$ cat src/shared/ddrb_pkg.sv
// Constants, command codes and types for the second DDR channel pin interface.
// Assumes a 100 MHz core clock and a forwarded command clock of one sixteenth of that rate.
// Notes on behaviour
// Drive six forwarded command clock pairs; memory samples at true-rise, complement-fall crossing.
// Complement leg of each forwarded clock is always the inverse of its true leg.
// Three forwarded clock pairs go to each memory module.
// Four active-low row selects, one per row, change only on forwarded clock rise.
// Row and column addresses share one 13-bit address bus, time-multiplexed.
// A 2-bit bank address selects the bank within the selected row.
// Commands are coded on row strobe, column strobe and write lines, qualified by select.
// Read and write data share a bidirectional 64-bit data bus.
// On writes each data strobe transition sits in the centre of its data eye.
// On reads the memory returns edge-aligned strobes; capture data relative to them.
// Strobes zero to seven time data bytes in ascending order; strobe eight the check byte.
// Row clock enables carry out the power-up initialization sequence.
// Row clock enables move every row into self-refresh on suspend, out on resume.
// Idle rows are powered down by clock enable and woken before any command; self-refresh entry selects every row without waking powered-down rows.
// Four row clock enables, one per row, change only on forwarded clock rise.
// An 8-bit check byte travels at double data rate with its own strobe.
// Commands use the usual truth table: activate, read, write, precharge, refresh, mode, nop.
package ddrb_pkg;
  localparam int CORE_PERIOD_NS = 10;
  localparam int FWD_PERIOD_NS = 160;
  localparam int HALF_CYC = FWD_PERIOD_NS / (2 * CORE_PERIOD_NS);
  localparam int QUART_CYC = HALF_CYC / 2;
  localparam int INIT_CKE_LOW_NS = 200000;
  localparam int INIT_CKE_LOW_CYC = (INIT_CKE_LOW_NS + CORE_PERIOD_NS - 1) / CORE_PERIOD_NS;
  localparam int NUM_ROWS = 4;
  localparam int ADDR_W = 13;
  localparam int BANK_W = 2;
  localparam int DATA_W = 64;
  localparam int CHK_W = 8;
  localparam int LANE_W = 8;
  localparam int LANES = 9;
  localparam int PAIRS_PER_DIMM = 3;
  localparam int DIMMS = 2;
  localparam logic [NUM_ROWS-1:0] CS_IDLE = 4'hF;
  localparam logic [NUM_ROWS-1:0] CKE_RST = 4'h0;
  localparam logic [2:0] RWE_NOP = 3'h7;
  localparam logic [2:0] RWE_ACT = 3'h3;
  localparam logic [2:0] RWE_RD = 3'h5;
  localparam logic [2:0] RWE_WR = 3'h4;
  localparam logic [2:0] RWE_PRE = 3'h2;
  localparam logic [2:0] RWE_REF = 3'h1;
  localparam logic [2:0] RWE_MRS = 3'h0;

  typedef enum logic [2:0] {DDRB_NOP, DDRB_ACT, DDRB_RD, DDRB_WR, DDRB_PRE, DDRB_REF, DDRB_MRS} ddrb_cmd_t;
  typedef enum logic [1:0] {ST_INIT, ST_RUN, ST_SREF} ddrb_state_t;

  // Maps a user command onto the row strobe, column strobe and write lines.
  function automatic logic [2:0] ddrb_encode(input ddrb_cmd_t c);
    logic [2:0] r;
    r = RWE_NOP;
    case (c)
      DDRB_ACT: r = RWE_ACT;
      DDRB_RD: r = RWE_RD;
      DDRB_WR: r = RWE_WR;
      DDRB_PRE: r = RWE_PRE;
      DDRB_REF: r = RWE_REF;
      DDRB_MRS: r = RWE_MRS;
      default: r = RWE_NOP;
    endcase
    return r;
  endfunction : ddrb_encode
endpackage : ddrb_pkg

$ cat src/verilog/ddrb_byte_lane.sv
// One byte lane with its data strobe: write launch with centred strobe, read capture on the returned strobe.
// Assumes launch and mid pulses from the parent on the same core clock; pin inputs are asynchronous.
`timescale 1ns/1ps
module ddrb_byte_lane
  import ddrb_pkg::*;
(
  input wire logic core_clk,
  input wire logic resetn,
  input wire logic ce,
  input wire logic launch,
  input wire logic mid,
  input wire logic wr_take,
  input wire logic [LANE_W-1:0] wr_byte,
  input wire logic [LANE_W-1:0] dq_in,
  output logic [LANE_W-1:0] dq_out,
  output logic [LANE_W-1:0] dq_oe_n,
  input wire logic dqs_in,
  output logic dqs_out,
  output logic dqs_oe_n,
  output logic [LANE_W-1:0] rd_byte,
  output logic rd_strobe
);
  localparam int CW = $clog2(QUART_CYC + 1);
  localparam int CAP_DLY = QUART_CYC + 1;
  logic drive_q, drive_d, dqs_q, dqs_d;
  logic [LANE_W-1:0] dq_q, dq_d, rd_q, rd_d, dq_s1_q, dq_s2_q;
  logic dqs_s1_q, dqs_s2_q, dqs_s3_q, rdv_q, rdv_d;
  logic oe_n_q, oe_n_d;
  logic [CW-1:0] cnt_q, cnt_d;

  always_comb begin
    drive_d = drive_q;
    dq_d = dq_q;
    dqs_d = dqs_q;
    rd_d = rd_q;
    rdv_d = 1'b0;
    cnt_d = cnt_q;
    if (launch) begin
      drive_d = wr_take;
      if (wr_take) begin
        dq_d = wr_byte;
      end
      if (!wr_take) begin
        dqs_d = 1'b0;
      end
    end else if (mid && drive_q) begin
      dqs_d = ~dqs_q;
    end
    if (!drive_q && (dqs_s2_q != dqs_s3_q)) begin
      cnt_d = CW'(QUART_CYC);
    end else if (cnt_q != '0) begin
      cnt_d = cnt_q - 1'b1;
      if (cnt_q == CW'(1)) begin
        rd_d = dq_s2_q;
        rdv_d = 1'b1;
      end
    end
    oe_n_d = ~drive_d;
  end

  always_ff @(posedge core_clk or negedge resetn) begin
    if (!resetn) begin
      drive_q <= 1'b0;
      dq_q <= '0;
      dqs_q <= 1'b0;
      rd_q <= '0;
      rdv_q <= 1'b0;
      cnt_q <= '0;
      oe_n_q <= 1'b1;
      dq_s1_q <= '0;
      dq_s2_q <= '0;
      dqs_s1_q <= 1'b0;
      dqs_s2_q <= 1'b0;
      dqs_s3_q <= 1'b0;
    end else if (ce) begin
      drive_q <= drive_d;
      dq_q <= dq_d;
      dqs_q <= dqs_d;
      rd_q <= rd_d;
      rdv_q <= rdv_d;
      cnt_q <= cnt_d;
      oe_n_q <= oe_n_d;
      dq_s1_q <= dq_in;
      dq_s2_q <= dq_s1_q;
      dqs_s1_q <= dqs_in;
      dqs_s2_q <= dqs_s1_q;
      dqs_s3_q <= dqs_s2_q;
    end
  end

  assign dq_out = dq_q;
  assign dq_oe_n = {LANE_W{oe_n_q}};
  assign dqs_out = dqs_q;
  assign dqs_oe_n = oe_n_q;
  assign rd_byte = rd_q;
  assign rd_strobe = rdv_q;

  a_strobe_centre: assert property (@(posedge core_clk) disable iff (!resetn)
    (drive_q && $changed(dqs_q)) |-> $past(mid)) else $error("Write strobe moved off the eye centre.");
  a_read_delay: assert property (@(posedge core_clk) disable iff (!resetn || !ce)
    (!drive_q && !$past(drive_q) && (dqs_s2_q != dqs_s3_q) && cnt_q == '0) |-> ##(CAP_DLY) rdv_q)
    else $error("Read capture not at the expected delay after the strobe edge.");
endmodule : ddrb_byte_lane

$ cat src/verilog/ddrb_channel.sv
// Top of the second DDR channel pin interface: forwarded clocks, row control, command coding and byte lanes.
// Assumes user-side inputs are on core_clk; memory pins feed the lanes through synchronisers.
`timescale 1ns/1ps
module ddrb_channel
  import ddrb_pkg::*;
#(
  parameter int INIT_CYC = INIT_CKE_LOW_CYC
)
(
  input wire logic core_clk,
  input wire logic resetn,
  input wire logic ce,
  input wire logic cmd_valid,
  input wire ddrb_cmd_t cmd_code,
  input wire logic [1:0] cmd_row,
  input wire logic [BANK_W-1:0] cmd_bank,
  input wire logic [ADDR_W-1:0] cmd_addr,
  output logic cmd_ack,
  input wire logic suspend,
  input wire logic [NUM_ROWS-1:0] row_idle,
  output logic init_done,
  output logic in_self_refresh,
  input wire logic wr_beat_valid,
  input wire logic [DATA_W-1:0] wr_beat_data,
  input wire logic [CHK_W-1:0] wr_beat_check,
  output logic wr_beat_ack,
  output logic [DATA_W-1:0] rd_beat_data,
  output logic [CHK_W-1:0] rd_beat_check,
  output logic [LANES-1:0] rd_lane_valid,
  output logic [PAIRS_PER_DIMM*DIMMS-1:0] fwd_cmd_clock_p,
  output logic [PAIRS_PER_DIMM*DIMMS-1:0] fwd_cmd_clock_n,
  output logic [NUM_ROWS-1:0] row_select_n,
  output logic [NUM_ROWS-1:0] row_clock_enable,
  output logic [ADDR_W-1:0] mux_row_col_addr,
  output logic [BANK_W-1:0] bank_addr,
  output logic row_strobe_n,
  output logic col_strobe_n,
  output logic write_cmd_n,
  input wire logic [DATA_W-1:0] mem_data_bus_in,
  output logic [DATA_W-1:0] mem_data_bus_out,
  output logic [DATA_W-1:0] mem_data_bus_oe_n,
  input wire logic [CHK_W-1:0] check_byte_bus_in,
  output logic [CHK_W-1:0] check_byte_bus_out,
  output logic [CHK_W-1:0] check_byte_bus_oe_n,
  input wire logic [LANES-1:0] byte_data_strobe_in,
  output logic [LANES-1:0] byte_data_strobe_out,
  output logic [LANES-1:0] byte_data_strobe_oe_n
);
  localparam int NPAIR = PAIRS_PER_DIMM * DIMMS;
  localparam int DIV_W = $clog2(HALF_CYC);
  localparam int INIT_W = $clog2(INIT_CYC + 1);

  logic [DIV_W-1:0] div_q, div_d;
  logic fclk_q, fclk_d, launch, rise, mid;
  logic [NPAIR-1:0] clkp_q, clkn_q;
  ddrb_state_t st_q, st_d;
  logic [INIT_W-1:0] init_q, init_d;
  logic [NUM_ROWS-1:0] cke_q, cke_d, cs_q, cs_d;
  logic [2:0] rwe_q, rwe_d;
  logic [ADDR_W-1:0] addr_q, addr_d;
  logic [BANK_W-1:0] ba_q, ba_d;
  logic ack_q, ack_d, wr_take, wack_q;
  logic done_q, done_d, sref_q, sref_d;
  logic [LANES*LANE_W-1:0] lane_wr, lane_dq_in, lane_dq_out, lane_oe_n, lane_rd;

  // Forwarded clock divider; launch marks each clock edge, mid the centre of each half period.
  always_comb begin
    div_d = div_q + 1'b1;
    fclk_d = fclk_q;
    launch = 1'b0;
    rise = 1'b0;
    mid = (div_q == DIV_W'(QUART_CYC - 1));
    if (div_q == DIV_W'(HALF_CYC - 1)) begin
      div_d = '0;
      fclk_d = ~fclk_q;
      launch = 1'b1;
      rise = ~fclk_q;
    end
  end

  always_ff @(posedge core_clk or negedge resetn) begin
    if (!resetn) begin
      div_q <= '0;
      fclk_q <= 1'b0;
      clkp_q <= '0;
      clkn_q <= '1;
    end else if (ce) begin
      div_q <= div_d;
      fclk_q <= fclk_d;
      clkp_q <= {NPAIR{fclk_d}};
      clkn_q <= {NPAIR{~fclk_d}};
    end
  end

  // Row control and command launch, updated on the forwarded clock rise; the init counter steps every core cycle.
  always_comb begin
    st_d = st_q;
    init_d = init_q;
    cke_d = cke_q;
    cs_d = cs_q;
    rwe_d = rwe_q;
    addr_d = addr_q;
    ba_d = ba_q;
    ack_d = 1'b0;
    if (st_q == ST_INIT && init_q != INIT_W'(INIT_CYC)) begin
      init_d = init_q + 1'b1;
    end
    if (rise) begin
      cs_d = CS_IDLE;
      rwe_d = RWE_NOP;
      unique case (st_q)
        ST_INIT: begin
          if (init_q == INIT_W'(INIT_CYC)) begin
            cke_d = '1;
            st_d = ST_RUN;
          end
        end
        ST_RUN: begin
          if (suspend) begin
            cs_d = '0;
            rwe_d = RWE_REF;
            cke_d = '0;
            st_d = ST_SREF;
          end else begin
            cke_d = ~row_idle;
            if (cmd_valid) begin
              cke_d[cmd_row] = 1'b1;
              if (cke_q[cmd_row]) begin
                cs_d[cmd_row] = 1'b0;
                rwe_d = ddrb_encode(cmd_code);
                addr_d = cmd_addr;
                ba_d = cmd_bank;
                ack_d = 1'b1;
              end
            end
          end
        end
        ST_SREF: begin
          if (!suspend) begin
            cke_d = '1;
            st_d = ST_RUN;
          end
        end
      endcase
    end
    done_d = (st_d != ST_INIT);
    sref_d = (st_d == ST_SREF);
  end

  always_ff @(posedge core_clk or negedge resetn) begin
    if (!resetn) begin
      st_q <= ST_INIT;
      init_q <= '0;
      cke_q <= CKE_RST;
      cs_q <= CS_IDLE;
      rwe_q <= RWE_NOP;
      addr_q <= '0;
      ba_q <= '0;
      ack_q <= 1'b0;
      wack_q <= 1'b0;
      done_q <= 1'b0;
      sref_q <= 1'b0;
    end else if (ce) begin
      st_q <= st_d;
      init_q <= init_d;
      cke_q <= cke_d;
      cs_q <= cs_d;
      rwe_q <= rwe_d;
      addr_q <= addr_d;
      ba_q <= ba_d;
      ack_q <= ack_d;
      wack_q <= wr_take;
      done_q <= done_d;
      sref_q <= sref_d;
    end
  end

  // Byte lanes: lanes zero to seven carry data bytes in ascending order, lane eight the check byte.
  assign wr_take = launch && wr_beat_valid && (st_q == ST_RUN);
  assign lane_wr = {wr_beat_check, wr_beat_data};
  assign lane_dq_in = {check_byte_bus_in, mem_data_bus_in};

  for (genvar i = 0; i < LANES; i++) begin : g_lane
    ddrb_byte_lane u_lane (
      .core_clk(core_clk),
      .resetn(resetn),
      .ce(ce),
      .launch(launch),
      .mid(mid),
      .wr_take(wr_take),
      .wr_byte(lane_wr[i*LANE_W +: LANE_W]),
      .dq_in(lane_dq_in[i*LANE_W +: LANE_W]),
      .dq_out(lane_dq_out[i*LANE_W +: LANE_W]),
      .dq_oe_n(lane_oe_n[i*LANE_W +: LANE_W]),
      .dqs_in(byte_data_strobe_in[i]),
      .dqs_out(byte_data_strobe_out[i]),
      .dqs_oe_n(byte_data_strobe_oe_n[i]),
      .rd_byte(lane_rd[i*LANE_W +: LANE_W]),
      .rd_strobe(rd_lane_valid[i])
    );
  end

  assign mem_data_bus_out = lane_dq_out[DATA_W-1:0];
  assign mem_data_bus_oe_n = lane_oe_n[DATA_W-1:0];
  assign check_byte_bus_out = lane_dq_out[LANES*LANE_W-1:DATA_W];
  assign check_byte_bus_oe_n = lane_oe_n[LANES*LANE_W-1:DATA_W];
  assign rd_beat_data = lane_rd[DATA_W-1:0];
  assign rd_beat_check = lane_rd[LANES*LANE_W-1:DATA_W];
  assign fwd_cmd_clock_p = clkp_q;
  assign fwd_cmd_clock_n = clkn_q;
  assign row_select_n = cs_q;
  assign row_clock_enable = cke_q;
  assign mux_row_col_addr = addr_q;
  assign bank_addr = ba_q;
  assign {row_strobe_n, col_strobe_n, write_cmd_n} = rwe_q;
  assign cmd_ack = ack_q;
  assign wr_beat_ack = wack_q;
  assign init_done = done_q;
  assign in_self_refresh = sref_q;

  a_clk_pair: assert property (@(posedge core_clk) disable iff (!resetn)
    fwd_cmd_clock_n == ~fwd_cmd_clock_p) else $error("Forwarded clock legs not complementary.");
  a_clk_period: assert property (@(posedge core_clk) disable iff (!resetn || !ce)
    $rose(clkp_q[0]) |-> ##(2*HALF_CYC) $rose(clkp_q[0])) else $error("Forwarded clock period wrong.");
  a_select_on_rise: assert property (@(posedge core_clk) disable iff (!resetn)
    $changed(cs_q) |-> $rose(clkp_q[0])) else $error("Row select changed off the clock rise.");
  a_cke_on_rise: assert property (@(posedge core_clk) disable iff (!resetn)
    $changed(cke_q) |-> $rose(clkp_q[0])) else $error("Clock enable changed off the clock rise.");
  a_addr_stable: assert property (@(posedge core_clk) disable iff (!resetn)
    !$rose(clkp_q[0]) |-> $stable(addr_q) && $stable(ba_q)) else $error("Address moved off the clock rise.");
  a_cmd_coded: assert property (@(posedge core_clk) disable iff (!resetn)
    ack_q |-> $onehot(~cs_q) && rwe_q == ddrb_encode($past(cmd_code))) else $error("Command coded wrongly.");
  a_init_cke: assert property (@(posedge core_clk) disable iff (!resetn)
    st_q == ST_INIT |-> cke_q == '0 && cs_q == CS_IDLE) else $error("Clock enable high during init.");
  a_sref_cke: assert property (@(posedge core_clk) disable iff (!resetn)
    $rose(st_q == ST_SREF) |-> cke_q == '0 && cs_q == '0 && rwe_q == RWE_REF)
    else $error("Bad self-refresh entry.");
  a_wake_first: assert property (@(posedge core_clk) disable iff (!resetn)
    ack_q |-> ($past(cke_q) & ~cs_q) == ~cs_q) else $error("Command sent to a powered-down row.");
  a_wr_ack_run: assert property (@(posedge core_clk) disable iff (!resetn)
    wack_q |-> $past(launch) && $past(st_q) == ST_RUN) else $error("Write beat taken off its launch point.");
  c_cmd_taken: cover property (@(posedge core_clk) disable iff (!resetn) ack_q);
  c_sref_exit: cover property (@(posedge core_clk) disable iff (!resetn) $fell(st_q == ST_SREF));
  c_write_beat: cover property (@(posedge core_clk) disable iff (!resetn) wack_q);
  c_read_byte: cover property (@(posedge core_clk) disable iff (!resetn) rd_lane_valid[0]);
endmodule : ddrb_channel

$ cat config.mk
export PLATFORM = sky130hd
export DESIGN_NAME = ddrb_channel
export DESIGN_NICKNAME = d
export VERILOG_FILES = /design/src/shared/ddrb_pkg.sv /design/src/verilog/ddrb_byte_lane.sv /design/src/verilog/ddrb_channel.sv
export SDC_FILE = /design/constraint.sdc
export NUM_CORES = 1
export LEC_CHECK = 0
export CAP_MARGIN = 10
export CELL_PAD_IN_SITES_DETAIL_PLACEMENT = 1
export CELL_PAD_IN_SITES_GLOBAL_PLACEMENT = 2
export CORE_UTILIZATION = 41
export CTS_CLUSTER_DIAMETER = 30
export DETAILED_ROUTE_END_ITERATION = 12
export DONT_BUFFER_PORTS = 1
export GPL_ROUTABILITY_DRIVEN = 0
export PLACE_DENSITY_LB_ADDON = 0.1
export SYNTH_ARGS = -nofsm -noshare
export SYNTH_HDL_FRONTEND = slang
export SYNTH_SLANG_ARGS = --single-unit
$ cat constraint.sdc
create_clock -name core_clk -period 2.9 [get_ports core_clk]
set_input_delay 0.58 -clock core_clk [delete_from_list [all_inputs] [get_ports core_clk]]
set_output_delay 0.58 -clock core_clk [all_outputs]
set_load 0.05 [all_outputs]
==> out/metrics.sh <==
HIGHEST_FANOUT_SEEN_ON_THE_CRITICAL_PATH=10
HTREE_LEVELS=3
YS_TYPES=51
VIOLATED_CHECKS='hold timing, slew limit'
DRV_SLEW=276
WL_PER_CELL_UM=19.6
VIA_COUNT=10710
FINAL.PERIOD_UTILIZATION=0.897
PATH_DEPTH=0
FINAL_WS_SETUP_PS=299
PLACEMENTROWS=76
HOLD_VIOLATIONS=145
GRT_PASS1_VIAS=11668
AVERAGE_CELL_AREA_AFTER_SYNTHESIS_UM2=12.2
FIRST_PASS_ITERS=4
TOP_POST_SYNTHESIS_CELLS_BY_AREA='dfrtp_1 57%, mux2_2 16%, nand2_1 6.4%, buf_4 4.5%, ha_1 2.5%'
TIMING_WORST_SLEW_PIN_VALUE_PS=2330
SYNTH_LARGEST_AREA_CELL='dfrtp_1'
SYNTH_LARGEST_TYPE_AREA_FRACTION=0.568
PATH_CLASS='reg -> out'
YS.FLOP_TYPE='dfrtp_1'
POWERDENSITY_nW_PER_UM2=1390
SETUP-VIOLATIONS-FINAL=0
START_UTIL=0.419
WORST_HOLD_SLACK_PS=-322
OVERFLOW=0
FLOORPLAN_CORE_AREA_UM2=43500
TOP_LEVEL_PORTS=468
WORST_EP_ARRIVAL_TIME_PS=2020
DIE_HEIGHT_UM=213
SEQ_AREA_FRAC_SYNTH=0.592
ROUTED_WIRELENGTH_UM=41700
WORST_SETUP_PATH_START_KIND='register'
GRT.TOTAL_USAGE=0.186
AREA.SEQUENTIAL_UM2=10800
DRC=0
DIE_AREA_UM2=45300
NUMPORTBUFFERS=0
HPWLAFTERDP_UM=26900
RUN_STATUS='complete, but fails checks'
CLOCK_INSERTION_DELAY_WORST_SKEW_PS=620
SLEW_HEADROOM=-0.556
SYN2LAYOUT_AREA_GROWTH_PCT=19.2
ANT_NETS=0
IR_WORST_VDD_mV=1.10
PIN_COUNT_OF_THE_BIGGEST_NET_ENTERING_GLOBAL_ROUTING=431
NUMBER_OF_NETS_IN_THE_LAYOUT=1683
CTS_TREE='done'
GRT_FIRST_PASS_WIRELENGTH_UM=65300
REGTOREGSTARTPOINT='div_q[0]'
REGISTER_TO_REGISTER_SETUP_SLACK_PS=440
CP-END-KIND='primary output'
CTS.SINK_COUNT=430
POST_DRT_VIA_CELL_RATIO=5.02
TIMING.FMAX_MHz=385
NETLIST_INSTANCES=1494
FINALCRITICALPERIOD_PS=2600
RSZ_0062_RAISED_AFTER_GLOBAL_ROUTING='no'
INITIAL_ANTENNA_VIOLATION_COUNT=10
LAYOUT.FILLER_CELLS=4371
SYN-NUM-NETS=1713
SYNTH-EDFF-COUNT=0
AREA_OF_THE_MAPPED_NETLIST_UM2=18200
CTS_CLOCK_PIN_SLEW_FOR_THE_WORST_SETUP_AND_HOLD_PATHS_PS=50
SYNTH-ASYNC-RESET-RATIO=1.00
WORST_SETUP_PATH_STARTPOINT='g_lane[3].u_lane.dqs_oe_n'
FINALCLOCKSKEW_PS=18.9
MAX_CAP_CHECK_VIOLATION_COUNT=0
TIMING.CRITICAL_PATH.REQUIRED_PS=2320
CTS_MADE_BUFFERS=100
PLACE_WS_PS=455
RR_ENDPOINT='mux_row_col_addr[8]'
POSTSYNTHREGISTERBITS=430
DRTITER0DRC=489
CTSLONGESTPATHBUFFERS=3
MULTI_INPUT_COMB_AREA_UM2=6210
CTSROOTBUFFERMASTER='clkbuf_16'
DIEWIDTH_UM=213
MIN_PATH_TYPE='in -> async'
LAYOUT-DRIVE-GT1-SHARE=0.310
TIMING.REG2REG.WORST_PATH_DEPTH=6
FIN_TNS_SETUP_PS=0
SYNTH.YOSYS.WARNINGS=0
LEAKAGEPOWER_nW=10.0
## flip-flops by register name, indices dropped and copies added, names as in the netlist, 9 cells and up
register                 count
g_lane.u_lane.cnt_q         27
g_lane.u_lane.dq_out        72
g_lane.u_lane.dq_s1_q       72
g_lane.u_lane.dq_s2_q       72
g_lane.u_lane.dqs_oe_n       9
g_lane.u_lane.dqs_out        9
g_lane.u_lane.dqs_s1_q       9
g_lane.u_lane.dqs_s2_q       9
g_lane.u_lane.dqs_s3_q       9
g_lane.u_lane.drive_q        9
g_lane.u_lane.rd_byte       72
g_lane.u_lane.rd_strobe      9
init_q                      15
mux_row_col_addr            13
## power by group
part	internal [mW]	switching (mW)
Sequential	7.85	6.27
Clock	7.92	3.30
Combinational	1.77	3.00
Total	17.5	12.6
## Yosys cell counts, types with 2 or more instances
master,number
o22ai_1,17
inv_1,41
buf_2,2
nor3_1,11
buf_6,2
o31ai_1,3
o211ai_1,8
dfrtp_1,413
nand4_1,7
xnor2_1,24
a21oi_1,24
mux2_2,257
ha_1,36
o2111ai_1,9
nor2b_1,2
nor2_1,32
nor4b_1,2
nand2b_1,11
clkbuf_1,48
a21o_1,2
mux2_4,8
nand2_1,311
dfstp_2,17
buf_1,3
and3_1,4
a41oi_1,2
nand3_1,6
mux2i_1,11
o21ai_0,41
buf_4,110
o21a_1,10
## stage by stage
step | area [um^2] | hold WS, ps | total power [mW] | instances | utilization
global placement | 18300 | 296 | 18.9 | 1947 | 0.420
detailed placement | 18300 | 300 | 19.1 | 1947 | 0.420
floorplan | 18200 | 284 | 18.4 | 1494 | -
global route | 21700 | -354 | 31.6 | 2131 | 0.499
CTS | 21700 | -358 | 30.5 | 2131 | 0.499
finish | 21700 | -322 | 30.1 | 2133 | 0.499
## logic make-up after synthesis
logic type / share of synthesized area
XOR/XNOR: 0.0115
AO/OA/AOI/OAI: 0.0436
AND/OR/NAND/NOR: 0.0879
flip-flops: 0.592
buffers and inverters: 0.0672
multiplexers: 0.173
adder cells (fa/ha/maj): 0.0247
## placed cells by master, fill, tap and decap left out, types with 9 or more instances in the layout
cell and count:
a21oi_1 24, buf_4 27, bufinv_16 12, clkbuf_1 26
clkbuf_16 103, clkbuf_8 17, clkinv_2 17, dfrtp_1 412
dfstp_4 10, ha_1 36, inv_1 41, mux2_2 257
mux2i_1 11, nand2_1 311, nand2b_1 11, nor2_1 31
nor3_1 11, o2111ai_1 9, o21a_1 10, o21ai_0 41
o22ai_1 17, xnor2_1 24
## worst max-delay path by stage
stage	end
3_5_place_dp	mux_row_col_addr[8]
5_1_grt	mem_data_bus_oe_n[8]
6_report	mem_data_bus_oe_n[30]
2_1_floorplan	bank_addr[1]
4_1_cts	mem_data_bus_oe_n[30]
3_3_place_gp	mux_row_col_addr[5]
## final cells by class
cell class              count  area share
inverters                  41     0.00709
diodes                      2    0.000231
multi-input cells         857       0.286
clock inverters            38      0.0246
clock buffers             146       0.134
well taps                 585      0.0337
repair buffers             34      0.0158
flip-flops and latches    430       0.499
## per-layer routing
layer / GRT usage / share of wire / up-vias
li1: - / - / 4901
met5: 0 / 0.0031 / -
met4: 0.0732 / 0.017 / 16
met2: 0.306 / 0.49 / 339
met1: 0.218 / 0.40 / 5388
met3: 0.0734 / 0.086 / 66
## timing repair
action	4_1_cts	5_1_grt
hold endpoints to repair	430	417
gates resized for setup	0	0
setup buffers	0	0
(Power assumes the default switching activity.)
